File: config.mk
export PLATFORM = sky130hd
export DESIGN_NAME = amto_regs
export DESIGN_NICKNAME = d
export VERILOG_FILES = /design/src/logic/amto_pkg.sv /design/src/logic/amto_regs.sv
export SDC_FILE = /design/constraint.sdc
export NUM_CORES = 1
export LEC_CHECK = 0
export BUFFER_PORTS_ARGS = -buffer_cell sky130_fd_sc_hd__buf_4
export CORE_MARGIN = 1
export CORE_UTILIZATION = 51
export DETAILED_ROUTE_END_ITERATION = 12
export HOLD_SLACK_MARGIN = 0.15
export PLACE_DENSITY = 0.79
export SLEW_MARGIN = 20
export SYNTH_ARGS = -nofsm -noshare
export SYNTH_HDL_FRONTEND = slang
export SYNTH_SLANG_ARGS = --single-unit
File: constraint.sdc
create_clock -name CORE_CLK_I -period 2.12 [get_ports CORE_CLK_I]
set_input_delay 0 -clock CORE_CLK_I [delete_from_list [all_inputs] [get_ports CORE_CLK_I]]
set_output_delay 0 -clock CORE_CLK_I [all_outputs]
set_load 0.02 [all_outputs]
File: src/logic/amto_pkg.sv
// Package: register map, field layout and reset values of the offset bank
package amto_pkg;
    // Printed offsets are not multiples of four: these are word indices
    localparam logic [7:0] IDX_TEMP = 8'h06;
    localparam logic [7:0] IDX_MASK = 8'h07;
    localparam logic [7:0] IDX_OFFA = 8'h08;
    localparam logic [7:0] IDX_OFFB = 8'h09;
    // Own register holding the auto-sync enable
    localparam logic [7:0] IDX_SYNC = 8'h1E;
    localparam int ADDR_W = 10;
    localparam int TEMP_LSB = 8;
    localparam int OFF_W = 13;
    localparam int SYNC_AUTO_BIT = 0;
    localparam logic [15:0] MASK_RST = 16'hFFFF;
    localparam logic [15:0] MASK_USED = 16'hBFBE;
    localparam logic [15:0] OFFA_RST = 16'h0000;
    localparam logic [15:0] OFFB_RST = 16'h0000;
    localparam logic [2:0] FIFO_OFS_RST = 3'h4;
    localparam logic [15:0] SYNC_RST = 16'h0000;
endpackage

File: src/logic/amto_regs.sv
// Alarm mask, die temperature readout and A/B offset correction registers
// Contract
// - The upper byte of the readout register is the sensor's two's-complement temperature in whole degrees C.
// - The readout register is read-only, its temperature has no reset value and its low bits read zero.
// - A 16-bit suppression register masks an alarm with a one and leaves it active with a zero.
// - The suppression register resets to all ones.
// - Mask bits map 15 zero-pointer, 13 collision, 12 one-away, 11 two-away, 10/9 clocks lost, 8 output forced, 7 pattern, 5 PLL, 4-1 parity A-D; 14, 6, 0 unused.
// - The channel-A offset register holds a 13-bit offset in its low bits with reserved upper bits at zero.
// - With auto-sync enabled, any write to the channel-A offset register raises a sync event.
// - A sync loads both the A and B offsets into the datapath in the same cycle.
// - A channel-B write alone only changes the staged value, not the applied offset.
// - The channel-A offset register resets to zero.
// - The channel-B staged offset is a 13-bit field of the neighbouring register.
`timescale 1ns/1ns
module amto_regs
    import amto_pkg::*;
(
    // Clock and reset
    input wire logic CORE_CLK_I,
    input wire logic RST_I,
    // APB slave
    input wire logic PSEL_I,
    input wire logic PENABLE_I,
    input wire logic PWRITE_I,
    input wire logic [ADDR_W-1:0] PADDR_I,
    input wire logic [31:0] PWDATA_I,
    input wire logic [3:0] PSTRB_I,
    output logic [31:0] PRDATA_O,
    output logic PREADY_O,
    output logic PSLVERR_O,
    // Temperature sensor, alarm status (asynchronous sources)
    input wire logic [7:0] TEMP_SENSOR_I,
    input wire logic [15:0] ALARM_STATUS_I,
    // Offset datapath and combined alarm
    output logic [OFF_W-1:0] OFFSET_A_O,
    output logic [OFF_W-1:0] OFFSET_B_O,
    output logic OFFSET_SYNC_O,
    output logic ALARM_O
);

    logic [15:0] mask_reg;
    logic [OFF_W-1:0] offa_reg;
    logic [OFF_W-1:0] offb_reg;
    logic [2:0] fifo_ofs_reg;
    logic auto_sync_reg;
    logic [OFF_W-1:0] act_a_reg;
    logic [OFF_W-1:0] act_b_reg;
    logic sync_reg;
    logic [7:0] temp_s1_reg;
    logic [7:0] temp_s2_reg;
    logic [15:0] alarm_s1_reg;
    logic [15:0] alarm_s2_reg;
    logic [31:0] rdata_reg;
    logic [31:0] rdata_next;

    // Address decode; only whole aligned words are mapped
    wire logic access = PSEL_I && PENABLE_I;
    wire logic aligned = (PADDR_I[1:0] == 2'h0);
    wire logic [7:0] idx = PADDR_I[ADDR_W-1:2];
    wire logic hit_temp = aligned && (idx == IDX_TEMP);
    wire logic hit_mask = aligned && (idx == IDX_MASK);
    wire logic hit_offa = aligned && (idx == IDX_OFFA);
    wire logic hit_offb = aligned && (idx == IDX_OFFB);
    wire logic hit_sync = aligned && (idx == IDX_SYNC);
    wire logic mapped = hit_temp | hit_mask | hit_offa | hit_offb | hit_sync;
    wire logic wr = access && PWRITE_I && mapped;
    // Readout is read-only: a write to it is flagged as an error
    wire logic bad = !mapped || (PWRITE_I && hit_temp);
    // Low two byte lanes carry the 16-bit registers
    wire logic [15:0] wmask = {{8{PSTRB_I[1]}}, {8{PSTRB_I[0]}}};
    wire logic [15:0] wdata = PWDATA_I[15:0];
    wire logic wr_offa = wr && hit_offa;
    // Auto-sync fires on any write to channel A, even strobes all low
    wire logic sync_fire = wr_offa && auto_sync_reg;

    // Zero-wait slave: answers in the access cycle
    assign PREADY_O = 1'b1;
    assign PSLVERR_O = access && bad;
    assign PRDATA_O = rdata_reg;

    // Sensor and alarm inputs come from other domains
    always_ff @(posedge CORE_CLK_I) begin
        temp_s1_reg <= TEMP_SENSOR_I;
        temp_s2_reg <= temp_s1_reg;
        alarm_s1_reg <= ALARM_STATUS_I;
        alarm_s2_reg <= alarm_s1_reg;
    end

    // Read mux; reserved bits read as zero
    always_comb begin
        rdata_next = 32'h0000_0000;
        if (hit_temp) begin
            rdata_next[TEMP_LSB +: 8] = temp_s2_reg;
        end else if (hit_mask) begin
            rdata_next[15:0] = mask_reg;
        end else if (hit_offa) begin
            rdata_next[OFF_W-1:0] = offa_reg;
        end else if (hit_offb) begin
            rdata_next[15:13] = fifo_ofs_reg;
            rdata_next[OFF_W-1:0] = offb_reg;
        end else if (hit_sync) begin
            rdata_next[SYNC_AUTO_BIT] = auto_sync_reg;
        end
    end

    // Read data sampled in setup so it stands during the access cycle
    always_ff @(posedge CORE_CLK_I) begin
        if (RST_I) begin
            rdata_reg <= 32'h0000_0000;
        end else if (PSEL_I && !PENABLE_I && !PWRITE_I) begin
            rdata_reg <= rdata_next;
        end
    end

    // Mask register, byte-lane writes
    always_ff @(posedge CORE_CLK_I) begin
        if (RST_I) begin
            mask_reg <= MASK_RST;
        end else if (wr && hit_mask) begin
            mask_reg <= (mask_reg & ~wmask) | (wdata & wmask);
        end
    end

    // Staging registers; upper reserved bits of A are never stored
    always_ff @(posedge CORE_CLK_I) begin
        if (RST_I) begin
            offa_reg <= OFFA_RST[OFF_W-1:0];
            offb_reg <= OFFB_RST[OFF_W-1:0];
            fifo_ofs_reg <= FIFO_OFS_RST;
            auto_sync_reg <= SYNC_RST[SYNC_AUTO_BIT];
        end else begin
            if (wr_offa) begin
                offa_reg <= (offa_reg & ~wmask[OFF_W-1:0])
                    | (wdata[OFF_W-1:0] & wmask[OFF_W-1:0]);
            end
            if (wr && hit_offb) begin
                offb_reg <= (offb_reg & ~wmask[OFF_W-1:0])
                    | (wdata[OFF_W-1:0] & wmask[OFF_W-1:0]);
                if (PSTRB_I[1]) begin
                    fifo_ofs_reg <= wdata[15:13];
                end
            end
            if (wr && hit_sync && PSTRB_I[0]) begin
                auto_sync_reg <= wdata[SYNC_AUTO_BIT];
            end
        end
    end

    // Sync one cycle after the A write loads both lanes together, so the
    // new A value is already staged; a B write alone never reaches here
    always_ff @(posedge CORE_CLK_I) begin
        if (RST_I) begin
            sync_reg <= 1'b0;
            act_a_reg <= OFFA_RST[OFF_W-1:0];
            act_b_reg <= OFFB_RST[OFF_W-1:0];
        end else begin
            sync_reg <= sync_fire;
            if (sync_reg) begin
                act_a_reg <= offa_reg;
                act_b_reg <= offb_reg;
            end
        end
    end

    assign OFFSET_A_O = act_a_reg;
    assign OFFSET_B_O = act_b_reg;
    assign OFFSET_SYNC_O = sync_reg;

    // Status stays outside; masking only gates the combined output.
    // Unused bits are ignored whatever the status says.
    always_ff @(posedge CORE_CLK_I) begin
        if (RST_I) begin
            ALARM_O <= 1'b0;
        end else begin
            ALARM_O <= |(alarm_s2_reg & ~mask_reg & MASK_USED);
        end
    end

    // Assertions
    property p_mask_reset;
        @(posedge CORE_CLK_I) $fell(RST_I) |-> mask_reg == MASK_RST;
    endproperty
    a_mask_reset: assert property (p_mask_reset) else $error("mask reset");

    property p_offa_reset;
        @(posedge CORE_CLK_I) $fell(RST_I) |-> offa_reg == 13'h0000;
    endproperty
    a_offa_reset: assert property (p_offa_reset) else $error("offa reset");

    property p_sync_cause;
        @(posedge CORE_CLK_I) disable iff (RST_I)
            OFFSET_SYNC_O |-> $past(wr_offa) && $past(auto_sync_reg);
    endproperty
    a_sync_cause: assert property (p_sync_cause) else $error("stray sync");

    property p_sync_follows;
        @(posedge CORE_CLK_I) disable iff (RST_I)
            sync_fire |=> OFFSET_SYNC_O ##1 (OFFSET_A_O == offa_reg);
    endproperty
    a_sync_follows: assert property (p_sync_follows) else $error("no sync");

    property p_both_load;
        @(posedge CORE_CLK_I) disable iff (RST_I)
            OFFSET_SYNC_O |=> OFFSET_A_O == $past(offa_reg)
                && OFFSET_B_O == $past(offb_reg);
    endproperty
    a_both_load: assert property (p_both_load) else $error("split load");

    property p_b_hold;
        @(posedge CORE_CLK_I) disable iff (RST_I)
            !OFFSET_SYNC_O |=> $stable(OFFSET_B_O) && $stable(OFFSET_A_O);
    endproperty
    a_b_hold: assert property (p_b_hold) else $error("offset moved");

    property p_temp_read;
        @(posedge CORE_CLK_I) disable iff (RST_I)
            access && !PWRITE_I && hit_temp |->
                PRDATA_O[7:0] == 8'h00
                && PRDATA_O[15:8] == $past(temp_s2_reg);
    endproperty
    a_temp_read: assert property (p_temp_read) else $error("temp read");

    property p_temp_ro;
        @(posedge CORE_CLK_I) disable iff (RST_I)
            access && PWRITE_I && hit_temp |-> PSLVERR_O;
    endproperty
    a_temp_ro: assert property (p_temp_ro) else $error("temp written");

    property p_mask_write;
        @(posedge CORE_CLK_I) disable iff (RST_I)
            wr && hit_mask && PSTRB_I == 4'hF |=> mask_reg == $past(wdata);
    endproperty
    a_mask_write: assert property (p_mask_write) else $error("mask write");

    property p_alarm_gate;
        @(posedge CORE_CLK_I) disable iff (RST_I)
            (alarm_s2_reg & ~mask_reg & MASK_USED) == 16'h0000 |=> !ALARM_O;
    endproperty
    a_alarm_gate: assert property (p_alarm_gate) else $error("alarm leak");

    property p_offa_top;
        @(posedge CORE_CLK_I) disable iff (RST_I)
            access && !PWRITE_I && hit_offa |-> PRDATA_O[15:13] == 3'h0;
    endproperty
    a_offa_top: assert property (p_offa_top) else $error("offa top");

    // Channel B staging comes out of reset at zero and its upper field at FIFO_OFS_RST
    property p_offb_reset;
        @(posedge CORE_CLK_I) $fell(RST_I) |->
            offb_reg == 13'h0000 && fifo_ofs_reg == FIFO_OFS_RST;
    endproperty
    a_offb_reset: assert property (p_offb_reset) else $error("offb reset");

    // Any unmasked used status bit must reach the combined output
    property p_alarm_raise;
        @(posedge CORE_CLK_I) disable iff (RST_I)
            (alarm_s2_reg & ~mask_reg & MASK_USED) != 16'h0000 |=> ALARM_O;
    endproperty
    a_alarm_raise: assert property (p_alarm_raise) else $error("alarm lost");

    // Unused bit positions never raise the combined alarm
    property p_alarm_unused;
        @(posedge CORE_CLK_I) disable iff (RST_I)
            (alarm_s2_reg & MASK_USED) == 16'h0000 |=> !ALARM_O;
    endproperty
    a_alarm_unused: assert property (p_alarm_unused) else $error("unused");

    // A channel-B write alone must not start a sync
    property p_offb_no_sync;
        @(posedge CORE_CLK_I) disable iff (RST_I)
            wr && hit_offb |=> !OFFSET_SYNC_O;
    endproperty
    a_offb_no_sync: assert property (p_offb_no_sync) else $error("b sync");

    // With auto-sync off an A write only stages the value
    property p_sync_off;
        @(posedge CORE_CLK_I) disable iff (RST_I)
            wr_offa && !auto_sync_reg |=> !OFFSET_SYNC_O;
    endproperty
    a_sync_off: assert property (p_sync_off) else $error("sync while off");

    // Transfers take two cycles, so a sync is always a single pulse
    property p_sync_pulse;
        @(posedge CORE_CLK_I) disable iff (RST_I)
            OFFSET_SYNC_O |=> !OFFSET_SYNC_O;
    endproperty
    a_sync_pulse: assert property (p_sync_pulse) else $error("long sync");

    // Strobes all low leave the mask untouched
    property p_mask_lane;
        @(posedge CORE_CLK_I) disable iff (RST_I)
            wr && hit_mask && PSTRB_I[1:0] == 2'h0 |=> $stable(mask_reg);
    endproperty
    a_mask_lane: assert property (p_mask_lane) else $error("mask lanes");

    // A refused write to the readout has no side effect
    property p_err_no_write;
        @(posedge CORE_CLK_I) disable iff (RST_I)
            access && PWRITE_I && hit_temp |=> $stable(mask_reg)
                && $stable(offa_reg) && $stable(offb_reg);
    endproperty
    a_err_no_write: assert property (p_err_no_write) else $error("ro hit");

    // A full-word write stores the low 13 bits of channel A
    property p_offa_write;
        @(posedge CORE_CLK_I) disable iff (RST_I)
            wr_offa && PSTRB_I[1:0] == 2'h3 |=>
                offa_reg == $past(wdata[OFF_W-1:0]);
    endproperty
    a_offa_write: assert property (p_offa_write) else $error("offa write");

    // A full-word write stores the low 13 bits of channel B
    property p_offb_write;
        @(posedge CORE_CLK_I) disable iff (RST_I)
            wr && hit_offb && PSTRB_I[1:0] == 2'h3 |=>
                offb_reg == $past(wdata[OFF_W-1:0]);
    endproperty
    a_offb_write: assert property (p_offb_write) else $error("offb write");

    // Channel A read returns the value staged at the setup edge
    property p_offa_read;
        @(posedge CORE_CLK_I) disable iff (RST_I)
            access && !PWRITE_I && hit_offa |->
                PRDATA_O[OFF_W-1:0] == $past(offa_reg);
    endproperty
    a_offa_read: assert property (p_offa_read) else $error("offa read");

    // Registers are 16 bits: the upper half of read data is zero
    property p_upper_zero;
        @(posedge CORE_CLK_I) disable iff (RST_I)
            access && !PWRITE_I |-> PRDATA_O[31:16] == 16'h0000;
    endproperty
    a_upper_zero: assert property (p_upper_zero) else $error("upper read");

    // Reset keeps the sync pulse and combined alarm quiet
    property p_reset_quiet;
        @(posedge CORE_CLK_I) RST_I |=> !OFFSET_SYNC_O && !ALARM_O;
    endproperty
    a_reset_quiet: assert property (p_reset_quiet) else $error("reset out");

    // Main scenarios seen by the bench
    c_sync: cover property (@(posedge CORE_CLK_I) OFFSET_SYNC_O);
    c_alarm: cover property (@(posedge CORE_CLK_I) ALARM_O);
    c_b_write: cover property (@(posedge CORE_CLK_I) wr && hit_offb);
    c_err: cover property (@(posedge CORE_CLK_I) PSLVERR_O);
    c_temp: cover property (@(posedge CORE_CLK_I) access && hit_temp);

endmodule // amto_regs

# After elaboration in Yosys (flattened, before gate mapping)

Cells that the tools add are included.

Output and inout port bits: 62
Word-level logic and storage cells: 68
Bits in registers: 138
Input bits: 75

Reductions and logical operators: 25
Bitwise gates (word level): 16
Mux-type cells: 8
Eq/ne operators: 5

Operator list:

| kind                                                 | number |
|---|---|
| bitwise AND 16 bit                                   | 3 |
| bitwise AND 13 bit                                   | 3 |
| inverter 16 bit                                      | 2 |
| bitwise OR 13 bit                                    | 2 |
| logical AND 1 bit                                    | 18 |
| equality test 8 x 3 -> 1 bit (second input constant) | 2 |
| equality test 8 x 4 -> 1 bit (second input constant) | 2 |
| 2-to-1 mux 16 bit                                    | 1 |
| 2-to-1 mux 8 bit                                     | 2 |
| bitwise OR 16 bit                                    | 1 |
| 2-to-1 mux 15 bit                                    | 1 |
| 2-to-1 mux 13 bit                                    | 1 |
| inverter 13 bit                                      | 1 |
| OR reduction 13 bit                                  | 1 |
| equality test 8 x 5 -> 1 bit (second input constant) | 1 |
| bitwise OR 1 bit                                     | 4 |
| logical NOT 1 bit                                    | 3 |
| 2-to-1 mux 3 bit                                     | 1 |
| logical NOT 2 bit                                    | 1 |
| 2-to-1 mux 1 bit                                     | 2 |
| AND reduction 2 bit                                  | 1 |
| logical OR 1 bit                                     | 1 |

# Logic depth before layout (Yosys ltp)

Depth in word-level cells: 9
Mapped depth: 8
Depth with buffers taken out: 4

# Worst setup path after synthesis

No wires, ideal clock.

Kind: input port to output port
Start: input port PADDR_I[6]
End: output port PSLVERR_O
Stages: 5
Path buffers: 2
Arrival time: 1.808 ns
Required time: 2.120 ns
Path slack: 0.312 ns
Cells stage by stage: or4_4 -> or4_1 -> buf_2 -> buf_6 -> o31ai_1

Cells in the longest elaborated chain, start to end: 9
Elaborated cells on any way between the ends: 18
Those cells by class: eq/ne (5); bitwise (4); reduce/logical (9)

Ends and longest elaborated chain:

| item                                            | RTL line                         | source |
|---|---|---|
| start, declared                                 | amto_regs.sv:25                  | `input wire logic [ADDR_W-1:0] PADDR_I,` |
| equality test 8 x 3 -> 1 bit (on tied branches) | amto_regs.sv:60, amto_regs.sv:61 |  |
| logical AND 1 bit (on tied branches)            | amto_regs.sv:60, amto_regs.sv:61 |  |
| bitwise OR 1 bit (4 in a row)                   | amto_regs.sv:65                  | `wire logic mapped = hit_temp \| hit_mask \| hit_offa \| hit_offb \| hit_sync;` |
| logical NOT 1 bit                               | amto_regs.sv:68                  | `wire logic bad = !mapped \|\| (PWRITE_I && hit_temp);` |
| logical OR 1 bit (*)                            | amto_regs.sv:68                  |  |
| logical AND 1 bit (*)                           | amto_regs.sv:78                  | `assign PSLVERR_O = access && bad;` |
| end, declared                                   | amto_regs.sv:30                  | `output logic PSLVERR_O,` |

Every way passes the cells marked *; elsewhere a longest branch is shown, timed or not.

==> impl_metrics.yaml <==
worst_setup_path:
  end_kind: "register"
  cp-start-kind: "input port"
  arrival_ns: 2.48
  required_ns: 2.56
  cp_cell_sequence: "buf_4 -> dlygate4sd3_1 -> nor4_2 -> and3_4 -> buf_4 -> buf_4 -> nand3_1 -> dlygate4sd3_1 -> a21oi_1"
  crit_fanout: 15
  crit_type: "input port to register"
  slowest_stage: "dlygate4sd3_1"
  critPathMostFrequentCell: "buf_4"
  timing.rr.start: "OFFSET_SYNC_O"
  crit_path_start: "PADDR_I[9]"
  slowest_delay_ns: 0.58
cells_and_area:
  num_antenna_cells: 0
  syn2layout_area_growth_pct: 50.6
  layout_commonest_cell: "dfxtp_1"
  fin_nets: 757
  nFillCells: 534
  layout_common_cells: "132 x dfxtp_1, 117 x buf_4, 95 x dlygate4sd3_1"
  layout-drive-gt1-share_pct: 23.3
clock_network:
  cts_tree: "yes"
  cts_buffer_depth: 2
  cts_made_buffers: 17
  cts_root_buf: "clkbuf_8"
  clock_latency_ns: 0.51
  clkTransAtPathRegs_ns: 0.06
  cts.sinks: 132
  htreeDepth: 4
timing:
  setup_tns_ns: 0
  slew_headroom_pct: 57.6
  setup_violations: 0
  rsz0062_at_grt: "false"
  clock_skew_ns: 0.00474
  final-hold-violation-count: 0
  fin_crit_sh_pct: 95.8
  finalMaxSlewViolations: 0
  min_period_ns: 2.03
  tightest_slew_ns: 0.636
  post-route-worst-setup-slack_ns: 0.0883
  max_clock_freq_mhz: 492
die:
  rows: 34
  ios: 137
  initial_utilization_pct: 53.6
  fp.dieArea_sq_um: 9740
  fp.dieW_microns: 98.7
  core-area_sq_um: 8890
  die_h_microns: 98.7
route:
  wire_per_inst_microns: 17.8
  dr.pass1.iters: 6
  wl_mm: 14.3
  via_per_inst: 5.63
  vias: 4519
  postRouteAntennaNets: 0
  drc: 0
  drtIter0Drc: 286
placement:
  io_buffers: 98
  globalplace.congestion: 0.889
  hpwl_mm: 8.17
  place_ws_ns: 0.252
min_path:
  hold_class: "input port to register"
  hold_start: "PADDR_I[2]"
yosys:
  yosys_warnings: 0
  synth_fa_ha_area_share_pct: 0
  synth_compound_gate_area_share_pct: 12.3
  synth_seq_cells: 132
  synth_cell_types: 47
  seq_area_frac_synth_pct: 55.4
  netlist_area_sq_um: 4770
  syn_avg_cell_area_sq_um: 9.96
  synth_top_area_cell: "dfxtp_1"
  synthCells: 479
  synth_area_leaders: "dfxtp_1 55%, mux2i_1 9.4%, nand2_1 3.5%, nand3_1 3.4%, nor2_1 3.2%"
  synth_top_family_by_area: "simple AND/OR/NAND/NOR gates"
  synthXorXnorAreaFrac_pct: 0
  synthMuxAreaShare_pct: 10.2
  synth_top_area_share_pct: 55.4
  synthSimpleGateAreaFrac_pct: 15.5
global_route:
  grt_max_degree: 61
  grt_use_total_pct: 30.0
  grt_pass1_wl_mm: 22.4
  first_global_vias: 4411
  antenna_found_initial: 0
  grt_overflow: 0
power:
  combPwrFrac_pct: 6.5
  power_leakage_uw: 0.00300
  switching_share_pct: 23.5
  clockPowerShare_pct: 49.7
  p_total_uw: 5800
  seqPwrFrac_pct: 43.9
  power_density_nw_per_um2: 807
  ir_worst_vdd_mv: 0.631
  p_int_uw: 4440
  net-switching-power_uw: 1360
outcome:
  status: "finished, final reports clean"
run:
  cap_violations: 0
-- per-stage QoR --
step	util (%)	area, sq um	instances	hold slack (ns)
floorplan	-	4830	494	0.0277
global placement	62.3	5540	666	0.104
detailed placement	62.3	5540	666	0.106
CTS	80.0	7110	797	0.152
global route	80.8	7180	803	0.206
finish	80.8	7180	803	0.180
-- logic make-up (layout without fill, tap and decap cells) --
logic type             after synthesis  after routing
muxes                               48             48
DFF                                132            132
other                                2             17
and+or+nand+nor                    151            151
AOI/OAI and AO/OA                   85             85
buffers and inverters               61            262
-- final timing paths --
| check | end | slack, ns | cells after the start |
|---|---|---|---|
| setup / recovery | register | 0.09 | 9 |
| hold reg to reg | alarm_s2_reg[3] | 0.33 | 0 |
| hold / removal | PRDATA_O[8] | 0.18 | 4 |
| setup reg to reg | OFFSET_A_O[2] | 0.76 | 3 |
-- timing repair --
action	in CTS	in global routing
setup endpoints to repair	0	4
gates resized for setup	0	7
setup buffers	0	7
endpoints found under the hold margin	110	0
hold buffers	99	0
-- power groups by stage --
stage	clock network, uW	logic, uW	registers (uW)
final	2880	375	2540
after global routing	3030	395	2550
after CTS	2890	353	2540
after detailed placement	0	238	2600
after global placement	0	237	2590
after floorplan	0	126	2600
-- area by class of cell --
type / count / area, sq um / area share (%)
well taps: 108 / 135 / 1.88
inverters: 13 / 48.8 / 0.679
multi-input cells: 301 / 1890 / 26.3
repair buffers: 217 / 1890 / 26.3
flip-flops and latches: 132 / 2640 / 36.8
clock inverters: 14 / 164 / 2.28
clock buffers: 18 / 418 / 5.82
-- worst max-delay path: cells and delay by family --
kind | cells | cell delay [ns]
buffers and inverters | 5 | 1.70
AO/OA/AOI/OAI | 1 | 0.12
AND/OR/NAND/NOR | 3 | 0.65
-- cell usage after synthesis (all sizes together) --
cell     instances
a22oi            8
conb             2
or3              1
or2              1
a31oi            1
or4              3
a2111oi          1
o31ai            1
nand3           32
o221ai           1
and4             2
a2111o           1
nor4bb           1
nor2            41
or4b             1
o311ai           1
mux2i           45
and2             1
a22o             1
a222oi           1
nand4            6
nor2b            3
a21oi           26
buf             29
a221oi          10
nor3             1
inv             13
dfxtp          132
nor3b            1
o21ai           10
nor4             7
mux2             3
o31a             7
nand4b           1
clkbuf          19
or3b             1
o211ai          11
nor4b            2
nand2           44
o32ai            5
and3             2
-- routing by layer --
metal,share of wire (%),vias up,GRT usage [%]
met2,49,263,51.0
li1,-,2079,-
met3,7.9,65,7.30
met1,39,2112,36.4
met5,0,-,0
met4,3.5,0,12.6
(Power assumes the default switching activity.)
